### config.mk
export PLATFORM = sky130hd
export DESIGN_NAME = dprp_top
export DESIGN_NICKNAME = d
export VERILOG_FILES = /design/src/rtl/dprp_pkg.sv /design/src/rtl/dprp_sync.sv /design/src/rtl/dprp_top.sv
export SDC_FILE = /design/constraint.sdc
export NUM_CORES = 1
export LEC_CHECK = 0
export BUFFER_PORTS_ARGS = -buffer_cell sky130_fd_sc_hd__clkbuf_2
export CORE_UTILIZATION = 57
export CTS_CLUSTER_SIZE = 20
export DETAILED_ROUTE_END_ITERATION = 12
export GPL_TIMING_DRIVEN = 0
export PLACE_DENSITY = 0.84
export RECOVER_POWER = 100
export SLEW_MARGIN = 20
export SYNTH_ARGS = -nofsm -noshare
export SYNTH_HDL_FRONTEND = slang
export SYNTH_SLANG_ARGS = --single-unit
### constraint.sdc
create_clock -name core_clk -period 5.1 [get_ports core_clk]
set_input_delay 0.255 -clock core_clk [delete_from_list [all_inputs] [get_ports core_clk]]
set_output_delay 0.255 -clock core_clk [all_outputs]
set_load 0.02 [all_outputs]
### src/rtl/dprp_pkg.sv
// Package for the debug port repeat and power handshake block.
// Assumes one clock domain (core_clk) and an APB register slave.
package dprp_pkg;

  // Register map (byte addresses)
  localparam logic [7:0] CTRL_STATUS_ADDR = 8'h04;
  localparam logic [7:0] APREQ_ADDR = 8'h08;
  localparam logic [7:0] APDATA_ADDR = 8'h0c;

  // Control and status field positions
  localparam int CNT_LSB = 12;
  localparam int CNT_MSB = 23;
  localparam int ERR_BIT = 1;
  localparam int CMP_BIT = 4;
  localparam int MODE_LSB = 2;
  localparam int MASK_LSB = 8;
  localparam int MASK_MSB = 11;
  localparam int DBG_REQ_BIT = 28;
  localparam int DBG_ACK_BIT = 29;
  localparam int SYS_REQ_BIT = 30;
  localparam int SYS_ACK_BIT = 31;

  // Request register field positions
  localparam int REQ_WRITE_BIT = 0;
  localparam int REQ_BUSY_BIT = 1;

  localparam logic [31:0] CTRL_STATUS_RESET = 32'h0000_0000;
  localparam logic [11:0] CNT_ZERO = 12'h000;
  localparam logic [11:0] CNT_ONE = 12'h001;
  localparam logic [3:0] MASK_RESET = 4'hf;

  // Transfer modes
  typedef enum logic [1:0] {
    DPRP_MODE_NORMAL = 2'b00,
    DPRP_MODE_VERIFY = 2'b01,
    DPRP_MODE_COMPARE = 2'b10
  } dprp_mode_t;

  // Request towards the access port
  typedef struct packed {
    logic valid;
    logic write;
    logic [31:0] data;
  } dprp_apreq_t;

  // Answer from the access port
  typedef struct packed {
    logic done;
    logic error;
    logic [31:0] data;
  } dprp_apresp_t;

endpackage

### src/rtl/dprp_sync.sv
// Two-flop synchroniser for one asynchronous level.
// Assumes the input is a slow handshake level from another domain.
`timescale 1ns/1ps
module dprp_sync (
  input wire logic core_clk,
  input wire logic sys_rst,
  input wire logic asyncIn,
  output logic syncOut
);
  logic stage1;

  // Only the second stage reads stage1
  always_ff @(posedge core_clk) begin
    if (sys_rst) begin
      stage1 <= 1'b0;
      syncOut <= 1'b0;
    end else begin
      stage1 <= asyncIn;
      syncOut <= stage1;
    end
  end
endmodule

### src/rtl/dprp_top.sv
// Repeat counter and power request/ack handshake of the debug port.
// Assumes APB master on core_clk and an access port answering with
// a one-cycle done pulse per request; power acks may be asynchronous.
`timescale 1ns/1ps
// How it works
// - Twelve-bit repeat counter in status bits 23:12
// - Count N issues N plus one transactions
// - Counter stops at zero, never reloads
// - Decrement after each successful transaction
// - No repeat on zero count or sticky flags
// - Stopped sequence keeps last successful count
// - Repeated writes reuse the first data value
// - Counter also repeats pushed compare reads
// - Bit 28 requests debug power, 29 shows ack
// - Bit 30 requests system power, 31 shows ack
// - Register lives in always-on domain
// - Request low asks removal, ack drops
// - Sticky compare cancels outstanding repeats
module dprp_top
  import dprp_pkg::*;
(
  input wire logic core_clk,
  input wire logic sys_rst,
  input wire logic psel,
  input wire logic penable,
  input wire logic pwrite,
  input wire logic [7:0] paddr,
  input wire logic [31:0] pwdata,
  output logic [31:0] prdata,
  output logic pready,
  output logic pslverr,
  output dprp_apreq_t apReq,
  input wire dprp_apresp_t apResp,
  output logic debugDomainPowerRequest,
  input wire logic debugDomainPowerAck,
  output logic systemDomainPowerRequest,
  input wire logic systemDomainPowerAck
);

  typedef enum logic [1:0] {
    DPRP_IDLE = 2'b00,
    DPRP_ISSUE = 2'b01,
    DPRP_WAIT = 2'b10
  } dprp_state_t;

  dprp_state_t state;
  logic [11:0] repeatCounter;
  logic stickyErrorFlag;
  logic stickyCompareFlag;
  dprp_mode_t transferModeField;
  logic [3:0] compareByteMask;
  logic dbgAckSync;
  logic sysAckSync;
  logic reqWrite;
  logic [31:0] reqData;
  logic [31:0] lastRead;
  logic access;
  logic wrEn;
  logic cmpHit;
  logic txnOk;
  logic moreRepeats;

  assign access = psel && penable;
  // Writes land only at the edge where the master also sees pready
  assign wrEn = access && pwrite && pready;

  function automatic logic masked_equal(input logic [31:0] a,
                                        input logic [31:0] b,
                                        input logic [3:0] m);
    logic eq;
    eq = 1'b1;
    for (int i = 0; i < 4; i++) begin
      if (m[i] && (a[i*8 +: 8] != b[i*8 +: 8])) begin
        eq = 1'b0;
      end
    end
    return eq;
  endfunction

  // Acks come from an asynchronous power controller
  dprp_sync dbgSyncInst (
    .core_clk(core_clk),
    .sys_rst(sys_rst),
    .asyncIn(debugDomainPowerAck),
    .syncOut(dbgAckSync)
  );

  dprp_sync sysSyncInst (
    .core_clk(core_clk),
    .sys_rst(sys_rst),
    .asyncIn(systemDomainPowerAck),
    .syncOut(sysAckSync)
  );

  // A pushed write turns into a read; compare its data with the request
  always_comb begin
    cmpHit = 1'b0;
    if (apResp.done && !apResp.error) begin
      if (transferModeField == DPRP_MODE_COMPARE) begin
        cmpHit = masked_equal(apResp.data, reqData, compareByteMask);
      end else if (transferModeField == DPRP_MODE_VERIFY) begin
        cmpHit = !masked_equal(apResp.data, reqData, compareByteMask);
      end
    end
  end

  assign txnOk = (state == DPRP_WAIT) && apResp.done && !apResp.error
    && !cmpHit;
  // Repeat only while counter nonzero and no sticky flag
  assign moreRepeats = (repeatCounter != CNT_ZERO) && !stickyErrorFlag
    && !stickyCompareFlag;

  // Pushed modes make every access a read of the data register
  always_ff @(posedge core_clk) begin
    if (sys_rst) begin
      state <= DPRP_IDLE;
      apReq <= '0;
    end else begin
      case (state)
        DPRP_IDLE: begin
          apReq.valid <= 1'b0;
          if (wrEn && paddr == APREQ_ADDR && !stickyErrorFlag
              && !stickyCompareFlag) begin
            state <= DPRP_ISSUE;
          end
        end
        DPRP_ISSUE: begin
          apReq.valid <= 1'b1;
          apReq.write <= reqWrite
            && (transferModeField == DPRP_MODE_NORMAL);
          apReq.data <= reqData;
          state <= DPRP_WAIT;
        end
        DPRP_WAIT: begin
          apReq.valid <= 1'b0;
          if (apResp.done) begin
            if (txnOk && moreRepeats) begin
              state <= DPRP_ISSUE;
            end else begin
              state <= DPRP_IDLE;
            end
          end
        end
        default: begin
          state <= DPRP_IDLE;
        end
      endcase
    end
  end

  // Software write loads the count; hardware only counts down to zero
  always_ff @(posedge core_clk) begin
    if (sys_rst) begin
      repeatCounter <= CNT_ZERO;
    end else if (txnOk && moreRepeats) begin
      repeatCounter <= repeatCounter - CNT_ONE;
    end else if (wrEn && paddr == CTRL_STATUS_ADDR && state == DPRP_IDLE) begin
      repeatCounter <= pwdata[CNT_MSB:CNT_LSB];
    end
  end

  // Sticky flags: hardware set wins over a write-one clear
  always_ff @(posedge core_clk) begin
    if (sys_rst) begin
      stickyErrorFlag <= 1'b0;
      stickyCompareFlag <= 1'b0;
    end else begin
      if (state == DPRP_WAIT && apResp.done && apResp.error) begin
        stickyErrorFlag <= 1'b1;
      end else if (wrEn && paddr == CTRL_STATUS_ADDR && pwdata[ERR_BIT]) begin
        stickyErrorFlag <= 1'b0;
      end
      if (state == DPRP_WAIT && cmpHit) begin
        stickyCompareFlag <= 1'b1;
      end else if (wrEn && paddr == CTRL_STATUS_ADDR && pwdata[CMP_BIT]) begin
        stickyCompareFlag <= 1'b0;
      end
    end
  end

  // Control fields and power requests; always-on, reset only at power-on
  always_ff @(posedge core_clk) begin
    if (sys_rst) begin
      transferModeField <= DPRP_MODE_NORMAL;
      compareByteMask <= MASK_RESET;
      debugDomainPowerRequest <= 1'b0;
      systemDomainPowerRequest <= 1'b0;
    end else if (wrEn && paddr == CTRL_STATUS_ADDR) begin
      transferModeField <= dprp_mode_t'(pwdata[MODE_LSB +: 2]);
      compareByteMask <= pwdata[MASK_MSB:MASK_LSB];
      debugDomainPowerRequest <= pwdata[DBG_REQ_BIT];
      systemDomainPowerRequest <= pwdata[SYS_REQ_BIT];
    end
  end

  // Request register: direction and the one data value all repeats use
  always_ff @(posedge core_clk) begin
    if (sys_rst) begin
      reqWrite <= 1'b0;
      reqData <= 32'h0000_0000;
    end else if (wrEn && paddr == APREQ_ADDR && state == DPRP_IDLE) begin
      reqWrite <= pwdata[REQ_WRITE_BIT];
    end else if (wrEn && paddr == APDATA_ADDR && state == DPRP_IDLE) begin
      reqData <= pwdata;
    end
  end

  always_ff @(posedge core_clk) begin
    if (sys_rst) begin
      lastRead <= 32'h0000_0000;
    end else if (state == DPRP_WAIT && apResp.done) begin
      lastRead <= apResp.data;
    end
  end

  // APB: one wait state, access answered with pready on second cycle
  always_ff @(posedge core_clk) begin
    if (sys_rst) begin
      pready <= 1'b0;
      pslverr <= 1'b0;
      prdata <= 32'h0000_0000;
    end else begin
      pready <= psel && penable && !pready;
      pslverr <= 1'b0;
      prdata <= 32'h0000_0000;
      if (psel && penable && !pready) begin
        if (paddr == CTRL_STATUS_ADDR) begin
          prdata[SYS_ACK_BIT] <= sysAckSync;
          prdata[SYS_REQ_BIT] <= systemDomainPowerRequest;
          prdata[DBG_ACK_BIT] <= dbgAckSync;
          prdata[DBG_REQ_BIT] <= debugDomainPowerRequest;
          prdata[CNT_MSB:CNT_LSB] <= repeatCounter;
          prdata[MASK_MSB:MASK_LSB] <= compareByteMask;
          prdata[CMP_BIT] <= stickyCompareFlag;
          prdata[MODE_LSB +: 2] <= transferModeField;
          prdata[ERR_BIT] <= stickyErrorFlag;
        end else if (paddr == APREQ_ADDR) begin
          prdata[REQ_WRITE_BIT] <= reqWrite;
          prdata[REQ_BUSY_BIT] <= (state != DPRP_IDLE);
        end else if (paddr == APDATA_ADDR) begin
          prdata <= lastRead;
        end else begin
          pslverr <= 1'b1;
        end
      end
    end
  end
endmodule

### Word level (Yosys, flattened, before mapping)

Index checks and enable logic that the tools add are counted.

| word-level totals | value |
|---|---|
| bits in registers | 161 |
| bits of input ports | 81 |
| output and inout bits | 70 |
| word-level logic and storage cells | 117 |

| cells by class | value |
|---|---|
| add/sub/neg operators | 1 |
| equality and inequality tests | 13 |
| mux-type cells | 28 |
| bitwise operators | 3 |
| reduce and logical (&&, ||, !) cells | 49 |

Operators with widths:

| kind | number |
|---|---|
| $mux 32 | 1 |
| $ne 8x8->1 | 4 |
| $mux 30 | 1 |
| $logic_and 1x1->1 | 28 |
| $mux 12 | 2 |
| $eq 8x4->1 const B | 2 |
| $mux 1 | 16 |
| $mux 16 | 1 |
| $reduce_bool 12->1 | 1 |
| $sub 12x1->12 const B | 1 |
| $reduce_bool 2->1 | 5 |
| $eq 8x3->1 const B | 1 |
| $mux 4 | 2 |
| $logic_not 1->1 | 6 |
| $mux 2 | 3 |
| $pmux 2 s3 | 1 |
| $reduce_or 5->1 | 1 |
| $eq 2x1->1 const B | 2 |
| $eq 2x2->1 const B | 2 |
| $logic_not 2->1 | 2 |
| $ne 2x2->1 const B | 2 |
| $reduce_and 2->1 | 2 |
| $reduce_or 2->1 | 2 |
| $reduce_or 4->1 | 1 |
| other kinds (3) | 5 |

### Longest topological paths before layout

| depth | value |
|---|---|
| word-level depth | 19 |
| depth in mapped cells | 9 |
| depth with buffers taken out | 7 |

### By module

Synthesis repeated with hierarchy kept, for this count alone.

| unflattened totals | value |
|---|---|
| cells, all modules | 780 |
| area total of the unflattened synthesis | 6,417.4 um^2 |

By module, submodules not included:

| module | times used | cells each | area an instance (um^2) | sequential area each (um^2) |
|---|---|---|---|---|
| dprp_top | 1 | 772 | 6,312.3 | 3,143.0 |
| dprp_sync | 2 | 4 | 52.6 | 40.0 |

### Least setup slack after synthesis

OpenSTA, ideal clock, no wires.

| path | value |
|---|---|
| path kind | input to register |
| start | in paddr[5] |
| end | reg repeatCounter[7] |
| library setup time | 0.127 ns |
| data arrival time | 2.067 ns |
| required time | 4.973 ns |
| slack | 2.906 ns |
| stages on the path | 6 |
| path buffers | 1 |
| path through | or4_4 > or4_4 > or3_1 > buf_6 > and3_1 > o2bb2ai_1 |

| on the way | value |
|---|---|
| cells in the longest elaborated chain, start to end | 4 |

Ends and longest elaborated chain:

| item | line | source |
|---|---|---|
| start, declared | dprp_top.sv:27 | `input wire logic [7:0] paddr,` |
| $eq 8x3->1 | dprp_top.sv:157 | `end else if (wrEn && paddr == CTRL_STATUS_ADDR && state == DPRP_IDLE) begin` |
| $logic_and 1x1->1 (2 in series) | dprp_top.sv:157 |  |
| $reduce_bool 2->1 (no line) | n/a |  |
| end signal, assigned | dprp_top.sv:156 | `repeatCounter <= repeatCounter - CNT_ONE;` |
| end signal, assigned | dprp_top.sv:158 | `repeatCounter <= pwdata[CNT_MSB:CNT_LSB];` |
| end, declared | dprp_top.sv:47 | `logic [11:0] repeatCounter;` |

No other way between the ends.
A chain may end at the register's enable or synchronous reset.

### Final worst setup path

| path | value |
|---|---|
| start | reg reqData[0] |
| end | reg repeatCounter[7] |

| on the way | value |
|---|---|
| cells in the longest elaborated chain, start to end | 17 |
| elaborated cells on any way between the ends | 18 |
| classes of those cells | eq/ne: 1; mux: 11; reduce/logical: 6 |

Ends and longest elaborated chain:

| item | line | source |
|---|---|---|
| start, declared | dprp_top.sv:55 | `logic [31:0] reqData;` |
| start signal, assigned | dprp_top.sv:204 | `reqData <= pwdata;` |
| $ne 8x8->1 (*) | dprp_top.sv:73 | `if (m[i] && (a[i*8 +: 8] != b[i*8 +: 8])) begin` |
| $logic_and 1x1->1 (*) | dprp_top.sv:73 |  |
| $mux 1 (*) (4 in series) | dprp_top.sv:73 |  |
| $mux 1 | dprp_top.sv:101 | `end else if (transferModeField == DPRP_MODE_VERIFY) begin` |
| $mux 1 | dprp_top.sv:99 | `if (transferModeField == DPRP_MODE_COMPARE) begin` |
| $mux 1 | dprp_top.sv:98 | `if (apResp.done && !apResp.error) begin` |
| $logic_not 1->1 | dprp_top.sv:102 | `cmpHit = !masked_equal(apResp.data, reqData, compareByteMask);` |
| $mux 1 | dprp_top.sv:101 |  |
| $mux 1 (*) | dprp_top.sv:99 |  |
| $mux 1 (*) | dprp_top.sv:98 |  |
| $logic_not 1->1 (*) | dprp_top.sv:108 | `&& !cmpHit;` |
| $logic_and 1x1->1 (*) | dprp_top.sv:108 |  |
| $logic_and 1x1->1 (*) | dprp_top.sv:155 | `end else if (txnOk && moreRepeats) begin` |
| $mux 12 or $reduce_bool 2->1 (tied branches) | n/a |  |

Every way passes the cells marked *; elsewhere a longest branch is shown, timed or not. The select of a mux whose other input is x is not followed.

==> flow_summary.json <==
{
  "drt-initial-drc-count": 765,
  "ys_seq_area_share_pct": 50.6,
  "clk_pin_slew_ns": 0.07,
  "postSynthAreaPerCell_um2": 8.33,
  "grt_pass1_vias": 6243,
  "maxSlewHeadroom_pct": 33.7,
  "antenna_found_initial": 1,
  "syn_to_final_growth_pct": 30.2,
  "drive_gt1_share_pct": 12.5,
  "cts_sinks": 161,
  "drc_errors": 0,
  "p_leak_nw": 2.95,
  "setup_viol": 0,
  "numPortBuffers": 149,
  "grt_overflow": 0,
  "worst_slew_pin_slew_ns": 0.987,
  "fin_skew_ns": 0.0105,
  "postLayoutCoreUtil_pct": 76.5,
  "synth-edff-count": 0,
  "numCtsBuffers": 17,
  "power.total_mw": 2.67,
  "synth_area_leaders": "dfxtp_1 (51%), nand2_1 (12%), a21oi_1 (8.3%)",
  "post-route-period-util_pct": 55.7,
  "vias": 6733,
  "h-tree-depth": 4,
  "core-area_um2": 10800,
  "start_util_pct": 58.7,
  "die-area_um2": 11600,
  "fin_crit_ns": 2.84,
  "vias_per_cell": 5.92,
  "synth_cells": 764,
  "powerDensity_nw_per_um2": 322,
  "synthArstFlopShare_pct": 0,
  "synth_top_area_share_pct": 50.6,
  "rsz0062_at_grt": "no",
  "clk_latency_ns": 0.54,
  "die_h_um": 108,
  "synth-seq-cells": 161,
  "antenna_left": 0,
  "holdCritPathClass": "input port to flop",
  "worstSetupPathType": "flop to flop",
  "cts_buffer_depth": 2,
  "dr.pass1.iters": 6,
  "yosysWarnings": 0,
  "gp_congestion": 0.977,
  "cp-start-kind": "flop",
  "cts_tree": "yes",
  "rows": 38,
  "peakVddDrop_v": 0.000255,
  "ios": 151,
  "syn-num-nets": 846,
  "crit_path_end_kind": "flop",
  "ys.flop_type": "dfxtp_1",
  "cts_resized": 0,
  "max_freq_mhz": 352,
  "globalRouteTotalUtil_pct": 36.3,
  "ys_types": 50,
  "final.setup.tns_ns": 0,
  "yosysTopAreaCell": "dfxtp_1",
  "final_max_slew_viol_count": 0,
  "outcome": "completed",
  "num-nets-final": 1066,
  "grt_pass1_wl_mm": 31.9,
  "hold_viol_final": 0,
  "dp_hpwl_mm": 13.5,
  "maxCapViolations": 0,
  "grt_max_degree": 17,
  "fp.dieW_um": 108,
  "routedWlPerCell_um": 18.0,
  "netlist_area_um2": 6370,
  "cts-root-buf": "clkbuf_8",
  "critical_path_required_ns": 5.49,
  "arrival_ns": 3.23,
  "routed_wl_mm": 20.5,
  "path_max_fanout": 10
}
[repair_timing]
action	in CTS	in global routing
hold buffers	52	0
buffers inserted	0	0
hold endpoints to repair	61	0
[synthesized netlist by cell type, drive strengths merged (3+ instances only)]
| library cell | instances |
|---|---|
| nand3 | 10 |
| nor2b | 8 |
| nor4 | 3 |
| o211ai | 4 |
| a22oi | 23 |
| dfxtp | 161 |
| or3 | 5 |
| inv | 8 |
| a21oi | 105 |
| nor3 | 11 |
| xnor2 | 32 |
| a2bb2oi | 4 |
| mux2i | 12 |
| or4 | 4 |
| o21ai | 10 |
| a31oi | 6 |
| nand2 | 209 |
| nand4 | 16 |
| clkbuf | 47 |
| nor2 | 35 |
| and3b | 3 |
| and2 | 9 |
| buf | 9 |
| and3 | 5 |
[cells in the final DEF (no fill, tap or decap), drive strengths merged, types with 2 or more instances in the layout]
master / synthesis / final
a22oi: 23 / 23
o2bb2ai: 2 / 2
nor3: 11 / 11
nand4: 16 / 16
nand2b: 2 / 2
and3b: 3 / 3
or3: 5 / 5
xnor2: 32 / 32
nand2: 209 / 209
a41o: 2 / 2
and2: 9 / 9
inv: 8 / 16
a21oi: 105 / 105
a31oi: 6 / 6
o21ai: 10 / 10
nor3b: 2 / 2
or2: 2 / 2
dlygate4sd3: 0 / 52
nor4: 3 / 3
buf: 9 / 5
clkbuf: 47 / 217
o211ai: 4 / 4
nand3: 10 / 10
and4: 2 / 2
a2bb2oi: 4 / 4
mux2i: 12 / 12
clkinv: 0 / 4
bufinv: 0 / 2
nor2: 35 / 35
dfxtp: 161 / 161
and3: 5 / 5
nor2b: 8 / 8
or4: 4 / 4
[path summary, 6_finish.rpt]
path                                       from  slack (ns)  cells past startpoint                              to
setup reg to reg        reqData[0]$_SDFFE_PP0P_        2.26                      8   repeatCounter[7]$_SDFFE_PP0P_
hold reg to reg   dbgSyncInst.stage1$_SDFF_PP0_        0.44                      1  dbgSyncInst.syncOut$_SDFF_PP0_
hold / removal                       apResp[15]        0.03                      3       lastRead[15]$_SDFFE_PP0P_
setup / recovery        reqData[0]$_SDFFE_PP0P_        2.26                      8   repeatCounter[7]$_SDFFE_PP0P_
[metal layers]
layer	GRT usage, %	wire length [um]	vias to the layer above
met5	0	0	-
met4	16.5	913	0
met3	9.26	2400	106
met2	58.1	9300	521
met1	45.8	7890	3066
li1	-	-	3040
[power by group]
part | internal [mW] | leakage, nW | switching [mW]
Combinational | 0.0630 | 1.36 | 0.0692
Sequential | 1.26 | 1.30 | 0.000718
Clock | 0.715 | 0.288 | 0.567
[worst max-delay path, stage by stage (launching register included)]
cell and delay [ns]:
dfxtp_1 0.37, xnor2_1 0.27, nand4_1 0.14, o21ai_0 0.19
and4_1 0.31, mux2i_1 0.56, clkbuf_1 0.46, nand4_1 0.20
o2bb2ai_1 0.19
[logic make-up (layout without fill, tap and decap cells)]
kind of cell,after synthesis,count (layout),synth area share (%)
and+or+nand+nor,329,329,23.3
AOI/OAI and AO/OA,164,164,15.2
DFF,161,161,50.6
buffers and inverters,64,297,4.25
xor gates and xnor gates,32,32,4.40
muxes,13,13,2.06
adders and majority gates,1,1,0.197
other,0,1,0
[flip-flops by register name, indices dropped and copies added, names as in the netlist, 2 cells and up]
name               count
apReq                 34
compareByteMask        4
lastRead              32
prdata                32
repeatCounter         12
reqData               32
state                  2
transferModeField      2
[layout make-up]
cell class                 instances  area (um^2)
clock inverter                    15          174
antenna                            1         2.50
timing repair buffer             201         1180
sequential                       161         3220
clock buffer                      17          414
multi-input combinational        539         2860
buffer                            56          235
inverter                           8         30.0
tap                              140          175
fill                             761         2550
[metrics by stage]
step | worst slack [ns] | cells | hold WS [ns] | cell area [um^2]
after floorplan | 2.91 | 764 | 0.380 | 6370
after global routing | 2.21 | 1138 | 0.0187 | 8290
after CTS | 2.39 | 1137 | 0.000303 | 8400
final | 2.26 | 1138 | 0.0267 | 8290
after global placement | 2.46 | 1053 | 0.426 | 7290
after detailed placement | 2.46 | 1053 | 0.440 | 7290
Power figures use the tool's default switching activity.
